<file path="config.mk">
export PLATFORM = sky130hd
export DESIGN_NAME = crre_exec
export DESIGN_NICKNAME = d
export VERILOG_FILES = /design/src/design/crre_pkg.sv /design/src/design/crre_rotate.sv /design/src/design/crre_exec.sv
export SDC_FILE = /design/constraint.sdc
export NUM_CORES = 1
export LEC_CHECK = 0
export BUFFER_PORTS_ARGS = -buffer_cell sky130_fd_sc_hd__buf_4
export CAP_MARGIN = 0
export CORE_UTILIZATION = 52
export DETAILED_ROUTE_END_ITERATION = 10
export PLACE_DENSITY = 0.82
export SLEW_MARGIN = 5
export SYNTH_ARGS = -nofsm -noshare
export SYNTH_HDL_FRONTEND = slang
export SYNTH_SLANG_ARGS = --single-unit
</file>
<file path="constraint.sdc">
create_clock -name clk_sys -period 4.7 [get_ports clk_sys]
set_input_delay 0.705 -clock clk_sys [delete_from_list [all_inputs] [get_ports clk_sys]]
set_output_delay 0.705 -clock clk_sys [all_outputs]
set_load 0.005 [all_outputs]
</file>
<file path="src/design/crre_pkg.sv">
// package for the call, return and rotate execution block
package crre_pkg;
    // opcode fields
    localparam logic [3:0] OP_REL_CALL_PFX = 4'hD;
    localparam logic [3:0] OP_ROT_C_HI = 4'h3;
    localparam logic [3:0] OP_ROT_N_HI = 4'h4;
    localparam logic [1:0] ROT_LEFT_SEL = 2'h1;
    localparam logic [1:0] ROT_RIGHT_SEL = 2'h0;
    localparam logic [7:0] OP_LITRET_HI = 8'h0C;
    localparam logic [15:0] OP_SWRESET = 16'h00FF;
    localparam logic [15:0] OP_PUSH = 16'h0005;
    localparam logic [15:0] OP_POP = 16'h0006;
    localparam logic [14:0] OP_IRET_HI = 15'h0008;
    localparam logic [14:0] OP_SRET_HI = 15'h0009;
    // program counter and stack
    localparam int PC_W = 21;
    localparam logic [20:0] PC_STEP = 21'h000002;
    localparam logic [20:0] PC_RESET = 21'h000000;
    localparam logic [7:0] BYTE_ZERO = 8'h00;
    localparam logic [2:0] STAT_RESET = 3'h0;
    // flag positions inside the 3-bit flag group
    localparam int FLG_C = 0;
    localparam int FLG_Z = 1;
    localparam int FLG_N = 2;

    typedef enum logic [1:0] {
        ST_RUN = 2'b01,
        ST_IDLE = 2'b10
    } crre_state_e;

    typedef enum logic [1:0] {
        STK_NONE = 2'h0,
        STK_PUSH = 2'h1,
        STK_POP = 2'h2
    } crre_stack_op_e;

    // architectural context loaded or restored
    typedef struct packed {
        logic [7:0] accum;
        logic [2:0] flags;
        logic [7:0] bank;
    } crre_ctx_s;

    // write-back of a rotate result to the file register
    typedef struct packed {
        logic valid;
        logic accessBank;
        logic [7:0] addr;
        logic [7:0] data;
    } crre_fwr_s;
endpackage

</file>
<file path="src/design/crre_rotate.sv">
// rotate unit for the four rotate operations
`timescale 1ns/1ps
`default_nettype none
module crre_rotate
    import crre_pkg::*;
(
    // operand
    input wire logic [7:0] operand,
    input wire logic carryIn,
    input wire logic toLeft,
    input wire logic thruCarry,
    // result
    output logic [7:0] result,
    output logic [2:0] flagsOut,
    output logic carryTouched
);
    logic inBit;
    always_comb begin
        if (toLeft) begin
            inBit = thruCarry ? carryIn : operand[7];
            result = {operand[6:0], inBit};
            flagsOut[FLG_C] = thruCarry ? operand[7] : carryIn;
        end else begin
            inBit = thruCarry ? carryIn : operand[0];
            result = {inBit, operand[7:1]};
            flagsOut[FLG_C] = thruCarry ? operand[0] : carryIn;
        end
        flagsOut[FLG_Z] = (result == BYTE_ZERO);
        flagsOut[FLG_N] = result[7];
        carryTouched = thruCarry;
    end
endmodule // crre_rotate
`default_nettype wire

</file>
<file path="src/design/crre_exec.sv">
// execution logic for call, return, reset, stack and rotate instructions
// Notes on behaviour
// - push places pc plus 2 on stack top, old top moves down
// - pop discards stack top, previous entry becomes top
// - relative call: prefix 11011 then 11-bit signed word offset
// - relative call pushes pc plus 2, jumps to pc plus 2 plus 2n
// - relative call takes two cycles, second one idle
// - software reset opcode requests the master clear reset
// - interrupt return pops stack and loads pc from stack top
// - interrupt return sets high or low global irq enable
// - shadow bit 1 restores accumulator, flags, bank; 0 leaves them
// - literal return loads literal to accumulator and pc from stack
// - returns leave pc upper and high latches unchanged
// - subroutine return pops into pc, flags untouched unless shadow
// - rotate left through carry updates carry, negative, zero
// - rotate left plain updates negative and zero only
// - rotate right through carry updates carry, negative, zero
// - rotate right plain updates negative and zero only
`timescale 1ns/1ps
`default_nettype none
module crre_exec
    import crre_pkg::*;
(
    // clock and reset
    input wire logic clk_sys,
    input wire logic rst,
    // instruction issue
    input wire logic instrValid,
    input wire logic [15:0] instrWord,
    input wire logic [PC_W-1:0] pcNow,
    // core state inputs
    input wire logic [PC_W-1:0] stackTopEntry,
    input wire crre_ctx_s ctxNow,
    input wire crre_ctx_s shadowCtx,
    input wire logic [7:0] fileOperand,
    input wire logic irqHighPriMode,
    // stack control
    output logic [1:0] stackOp,
    output logic [PC_W-1:0] stackPushValue,
    // program counter
    output logic pcLoad,
    output logic [PC_W-1:0] pcValue,
    // context write
    output logic accumLoad,
    output logic flagsLoad,
    output logic bankLoad,
    output crre_ctx_s ctxOut,
    output crre_fwr_s fileWrite,
    // interrupt enables and reset
    output logic globalHighIrqEnableSet,
    output logic globalLowIrqEnableSet,
    output logic masterClearReset,
    output logic busy
);
    typedef struct packed {
        crre_state_e state;
        logic [1:0] stackOp;
        logic [PC_W-1:0] pushVal;
        logic pcLoad;
        logic [PC_W-1:0] pcValue;
        logic accumLoad;
        logic flagsLoad;
        logic bankLoad;
        crre_ctx_s ctx;
        crre_fwr_s fwr;
        logic hiSet;
        logic loSet;
        logic rstReq;
        logic busy;
    } crre_st_s;

    crre_st_s state_reg;
    crre_st_s state_next;
    logic [7:0] rotResult;
    logic [2:0] rotFlags;
    logic rotCarryUsed;
    logic [PC_W-1:0] pcInc;
    logic [PC_W-1:0] relOffset;
    logic shadowBit;
    logic isCall;
    logic isPush;
    logic isPop;
    logic isSwReset;
    logic isIntRet;
    logic isSubRet;
    logic isLitRet;
    logic isRotate;

    assign pcInc = pcNow + PC_STEP;
    // sign-extended offset times two
    assign relOffset = {{(PC_W-12){instrWord[10]}}, instrWord[10:0], 1'b0};
    assign shadowBit = instrWord[0];
    // opcode decode
    assign isCall = (instrWord[15:12] == OP_REL_CALL_PFX) && instrWord[11];
    assign isPush = (instrWord == OP_PUSH);
    assign isPop = (instrWord == OP_POP);
    assign isSwReset = (instrWord == OP_SWRESET);
    assign isIntRet = (instrWord[15:1] == OP_IRET_HI);
    assign isSubRet = (instrWord[15:1] == OP_SRET_HI);
    assign isLitRet = (instrWord[15:8] == OP_LITRET_HI);
    assign isRotate = (instrWord[15:12] == OP_ROT_C_HI || instrWord[15:12] == OP_ROT_N_HI) &&
        (instrWord[11:10] == ROT_LEFT_SEL || instrWord[11:10] == ROT_RIGHT_SEL);

    crre_rotate u_rot (
        .operand(fileOperand),
        .carryIn(ctxNow.flags[FLG_C]),
        .toLeft(instrWord[11:10] == ROT_LEFT_SEL),
        .thruCarry(instrWord[15:12] == OP_ROT_C_HI),
        .result(rotResult),
        .flagsOut(rotFlags),
        .carryTouched(rotCarryUsed)
    );

    always_comb begin
        state_next = state_reg;
        state_next.stackOp = STK_NONE;
        state_next.pcLoad = 1'b0;
        state_next.accumLoad = 1'b0;
        state_next.flagsLoad = 1'b0;
        state_next.bankLoad = 1'b0;
        state_next.fwr.valid = 1'b0;
        state_next.hiSet = 1'b0;
        state_next.loSet = 1'b0;
        state_next.rstReq = 1'b0;
        unique case (state_reg.state)
            ST_IDLE: begin
                state_next.state = ST_RUN;
            end
            ST_RUN: begin
                if (instrValid) begin
                    if (isCall) begin
                        state_next.stackOp = STK_PUSH;
                        state_next.pushVal = pcInc;
                        state_next.pcLoad = 1'b1;
                        state_next.pcValue = pcInc + relOffset;
                        state_next.state = ST_IDLE;
                    end else if (isPush) begin
                        state_next.stackOp = STK_PUSH;
                        state_next.pushVal = pcInc;
                    end else if (isPop) begin
                        state_next.stackOp = STK_POP;
                    end else if (isSwReset) begin
                        state_next.rstReq = 1'b1;
                    end else if (isIntRet || isSubRet) begin
                        state_next.stackOp = STK_POP;
                        state_next.pcLoad = 1'b1;
                        state_next.pcValue = stackTopEntry;
                        if (isIntRet) begin
                            state_next.hiSet = irqHighPriMode;
                            state_next.loSet = ~irqHighPriMode;
                        end
                        state_next.accumLoad = shadowBit;
                        state_next.flagsLoad = shadowBit;
                        state_next.bankLoad = shadowBit;
                        state_next.ctx = shadowCtx;
                        state_next.state = ST_IDLE;
                    end else if (isLitRet) begin
                        state_next.stackOp = STK_POP;
                        state_next.pcLoad = 1'b1;
                        state_next.pcValue = stackTopEntry;
                        state_next.accumLoad = 1'b1;
                        state_next.ctx.accum = instrWord[7:0];
                        state_next.state = ST_IDLE;
                    end else if (isRotate) begin
                        state_next.flagsLoad = 1'b1;
                        state_next.ctx.flags = rotFlags;
                        if (!rotCarryUsed) begin
                            state_next.ctx.flags[FLG_C] = ctxNow.flags[FLG_C];
                        end
                        if (instrWord[9]) begin
                            state_next.fwr.valid = 1'b1;
                            state_next.fwr.accessBank = ~instrWord[8];
                            state_next.fwr.addr = instrWord[7:0];
                            state_next.fwr.data = rotResult;
                        end else begin
                            state_next.accumLoad = 1'b1;
                            state_next.ctx.accum = rotResult;
                        end
                    end
                end
            end
        endcase
        state_next.busy = (state_next.state == ST_IDLE);
    end

    always_ff @(posedge clk_sys) begin
        if (rst) begin
            state_reg <= '{
                state: ST_RUN,
                stackOp: STK_NONE,
                pushVal: PC_RESET,
                pcLoad: 1'b0,
                pcValue: PC_RESET,
                accumLoad: 1'b0,
                flagsLoad: 1'b0,
                bankLoad: 1'b0,
                ctx: '{accum: BYTE_ZERO, flags: STAT_RESET, bank: BYTE_ZERO},
                fwr: '{valid: 1'b0, accessBank: 1'b0, addr: BYTE_ZERO, data: BYTE_ZERO},
                hiSet: 1'b0,
                loSet: 1'b0,
                rstReq: 1'b0,
                busy: 1'b0
            };
        end else begin
            state_reg <= state_next;
        end
    end

    assign stackOp = state_reg.stackOp;
    assign stackPushValue = state_reg.pushVal;
    assign pcLoad = state_reg.pcLoad;
    assign pcValue = state_reg.pcValue;
    assign accumLoad = state_reg.accumLoad;
    assign flagsLoad = state_reg.flagsLoad;
    assign bankLoad = state_reg.bankLoad;
    assign ctxOut = state_reg.ctx;
    assign fileWrite = state_reg.fwr;
    assign globalHighIrqEnableSet = state_reg.hiSet;
    assign globalLowIrqEnableSet = state_reg.loSet;
    assign masterClearReset = state_reg.rstReq;
    assign busy = state_reg.busy;
endmodule // crre_exec
`default_nettype wire

</file>
==> results.json <==
{
  "status": "finished clean",
  "synth-seq-cells": 91,
  "placement.io_buffers": 178,
  "drive_above_1_share_pct": 27.3,
  "coreArea_um2": 11000,
  "dr_total_vias": 5628,
  "antenna_left": 0,
  "ir_worst_vdd_v": 0.000154,
  "globalplace.congestion": 0.922,
  "clkTransAtPathRegs_ns": 0.07,
  "cts_hold_buf": 0,
  "yosysWarnings": 0,
  "wl_um": 17400,
  "slowest_stage": "a21oi_1",
  "grt_overflow": 0,
  "relSlewSlack_pct": 26.0,
  "avgSynthCellArea_um2": 8.09,
  "cp-start-kind": "primary input",
  "cp_slowest_stage_delay_ns": 0.45,
  "first_pass_iters": 6,
  "first_global_vias": 5191,
  "synth_edf_count": 0,
  "grt_usage_pct": 29.2,
  "clkLatencyLatePin_ns": 0.35,
  "grt_pass1_wl_um": 26800,
  "cts_resized": 0,
  "pre_cts_ws_ns": 0.834,
  "diodes": 0,
  "critical-path-top-delay-family": "compound AO/OA/AOI/OAI gates",
  "synth_cell_type_count": 69,
  "fillCellCount": 958,
  "post_cts_buffers": 0,
  "drt-vias-per-instance": 5.91,
  "setup_viol": 0,
  "rows": 38,
  "die_w_um": 109,
  "cp_data_required_time_ns": 4.97,
  "worstPathCellList": "buf_4, and4_1, nand4_1, xnor2_1, ha_1, a21oi_1, o211ai_1, a221oi_1, o31ai_1, a311o_1, nor3_1",
  "synth_top_area_share_pct": 30.8,
  "synth_area_leaders": "dfxtp_1, buf_4, nor2_1",
  "drtIter0Drc": 474,
  "critPathKind": "in -> reg",
  "worstPathMaxFanout": 9,
  "layout_setup_ws_ns": 1.08,
  "p_leak_nw": 2.91,
  "grt_max_degree": 80,
  "place_hpwl_um": 13100,
  "fin_worst_skew_ns": 0.00661,
  "cts_tree": "done",
  "die_y_um": 109,
  "finalNonFillerCells": 953,
  "seq_area_um2": 1820,
  "ctsHtreeMaxLevel": 3,
  "worstPathArrival_ns": 3.88,
  "cap_violations": 0,
  "cellPowerDensity_nw_per_um2": 264,
  "cts_buffers": 9,
  "hold_violations": 0,
  "drt-wirelength-per-cell_um": 18.2,
  "seq_area_frac_synth_pct": 30.8,
  "synth_nets": 862,
  "power.total_w": 0.00185,
  "dieArea_um2": 11800,
  "crit_path_end_kind": "flop",
  "hp-class": "reg -> reg",
  "synth_area_um2": 5920,
  "tightest_slew_ns": 1.11,
  "period_share_pct": 76.9,
  "drv_slew": 0,
  "cts_sinks": 91,
  "initial_core_util_pct": 53.9,
  "num_io_pins": 197,
  "rsz0062_at_grt": "no",
  "async_flop_share_pct": 0,
  "tns_ns": 0,
  "crit_buf_inv": 1,
  "area_delta_synth_final_pct": 18.1,
  "clockBufferDepth": 2,
  "antenna_found_initial": 0,
  "multi_input_area_um2": 3290,
  "final_net_count": 938,
  "synth_flop_cell": "dfxtp_1",
  "remaining_drc_errors": 0,
  "root_buffer": "clkbuf_16",
  "yosysTopAreaCell": "dfxtp_1",
  "dp_cells": 937,
  "min_period_ns": 3.62,
  "max_freq_ghz": 0.277,
  "postSynthCellCount": 732
}
[kinds of logic (layout without fill, tap and decap cells)]
family	count (synthesis)	after routing	synth area share, %
XOR/XNOR	28	28	4.14
flip-flops	91	91	30.8
multiplexers	28	28	4.80
buffers and inverters	130	211	13.9
adder cells (fa/ha/maj)	22	22	4.77
AO/OA/AOI/OAI	169	169	20.1
AND/OR/NAND/NOR	264	264	21.6
[worst reg2reg max path, delay by kind of cell, from the launching register on]
kind             cells  cell delay, ns
AO/OA/AOI/OAI        3            0.85
AND/OR/NAND/NOR      3            1.29
flip-flops           1            0.31
[per-stage QoR]
step                util (%)  hold WS (ns)  cell area [um^2]
global placement        61.0         0.445              6700
CTS                     63.7         0.457              6990
floorplan                  -         0.432              5920
finish                  63.7         0.458              6990
detailed placement      61.0         0.447              6700
global route            63.7         0.486              6990
[Yosys cell counts (all sizes together), types with 3 or more instances]
| cell | number |
|---|---|
| and3b | 3 |
| and2 | 5 |
| a22oi | 12 |
| nand4 | 11 |
| nor3 | 30 |
| a31oi | 7 |
| mux2i | 25 |
| nor2 | 100 |
| and3 | 5 |
| or3 | 4 |
| o21a | 4 |
| a32oi | 8 |
| o21ai | 30 |
| o21bai | 3 |
| a21o | 6 |
| a21oi | 40 |
| buf | 93 |
| o2111ai | 3 |
| and4 | 4 |
| nand2 | 56 |
| nor4 | 13 |
| ha | 21 |
| nor3b | 3 |
| a211oi | 32 |
| nand3 | 19 |
| xor2 | 9 |
| dfxtp | 91 |
| clkbuf | 24 |
| nand3b | 3 |
| mux2 | 3 |
| xnor2 | 19 |
| o211ai | 5 |
| inv | 13 |
[cells in the final DEF, fill, tap and decap left out, types with 7 or more instances in the layout]
master / instances
buf_4: 182
nor2_1: 99
dfxtp_1: 91
nand2_1: 56
a21oi_1: 40
nor3_1: 30
o21ai_0: 28
mux2i_1: 25
a211oi_1: 25
ha_1: 21
xnor2_1: 19
nand3_1: 18
inv_1: 13
nor4_1: 12
a22oi_1: 12
nand4_1: 11
xor2_1: 9
clkbuf_16: 9
a32oi_1: 8
a211oi_2: 7
[final timing paths]
| kind | from | endpoint | slack, ns | cells past startpoint |
|---|---|---|---|---|
| max | pcNow[5] | pcValue[18] | 1.08 | 11 |
| min | fileWrite[7] | fileWrite[7] | 0.46 | 2 |
| max reg2reg | state_reg[90] | fileWrite[4] | 2.16 | 6 |
| min reg2reg | fileWrite[7] | fileWrite[7] | 0.46 | 2 |
[where the power goes]
group | switching (W) | total (W) | internal (W)
combinational | 0.000201 | 0.000347 | 0.000146
sequential | 0.00000459 | 0.000783 | 0.000778
clock | 0.000346 | 0.000717 | 0.000371
total | 0.000552 | 0.00185 | 0.00130
[final cells by class]
cell class	count	share of cell area (%)
Tap cell	140	2.51
Multi-Input combinational cell	511	47.0
Sequential cell	91	26.1
Clock buffer	9	3.22
Inverter	13	0.698
Timing Repair Buffer	182	19.5
Clock inverter	7	0.966
[metal layers]
layer  part of all wire (%)  up-vias  routed length [um]  GRT usage [%]
met5                      0        -                   0              0
met3                    6.9       26                1210           3.59
met1                     42     2666                7260           37.3
met2                     49      237                8550           50.8
met4                    2.1        0                 369           9.65
li1                       -     2699                   -              -
Note: power is estimated with default switching activity, not from simulation.
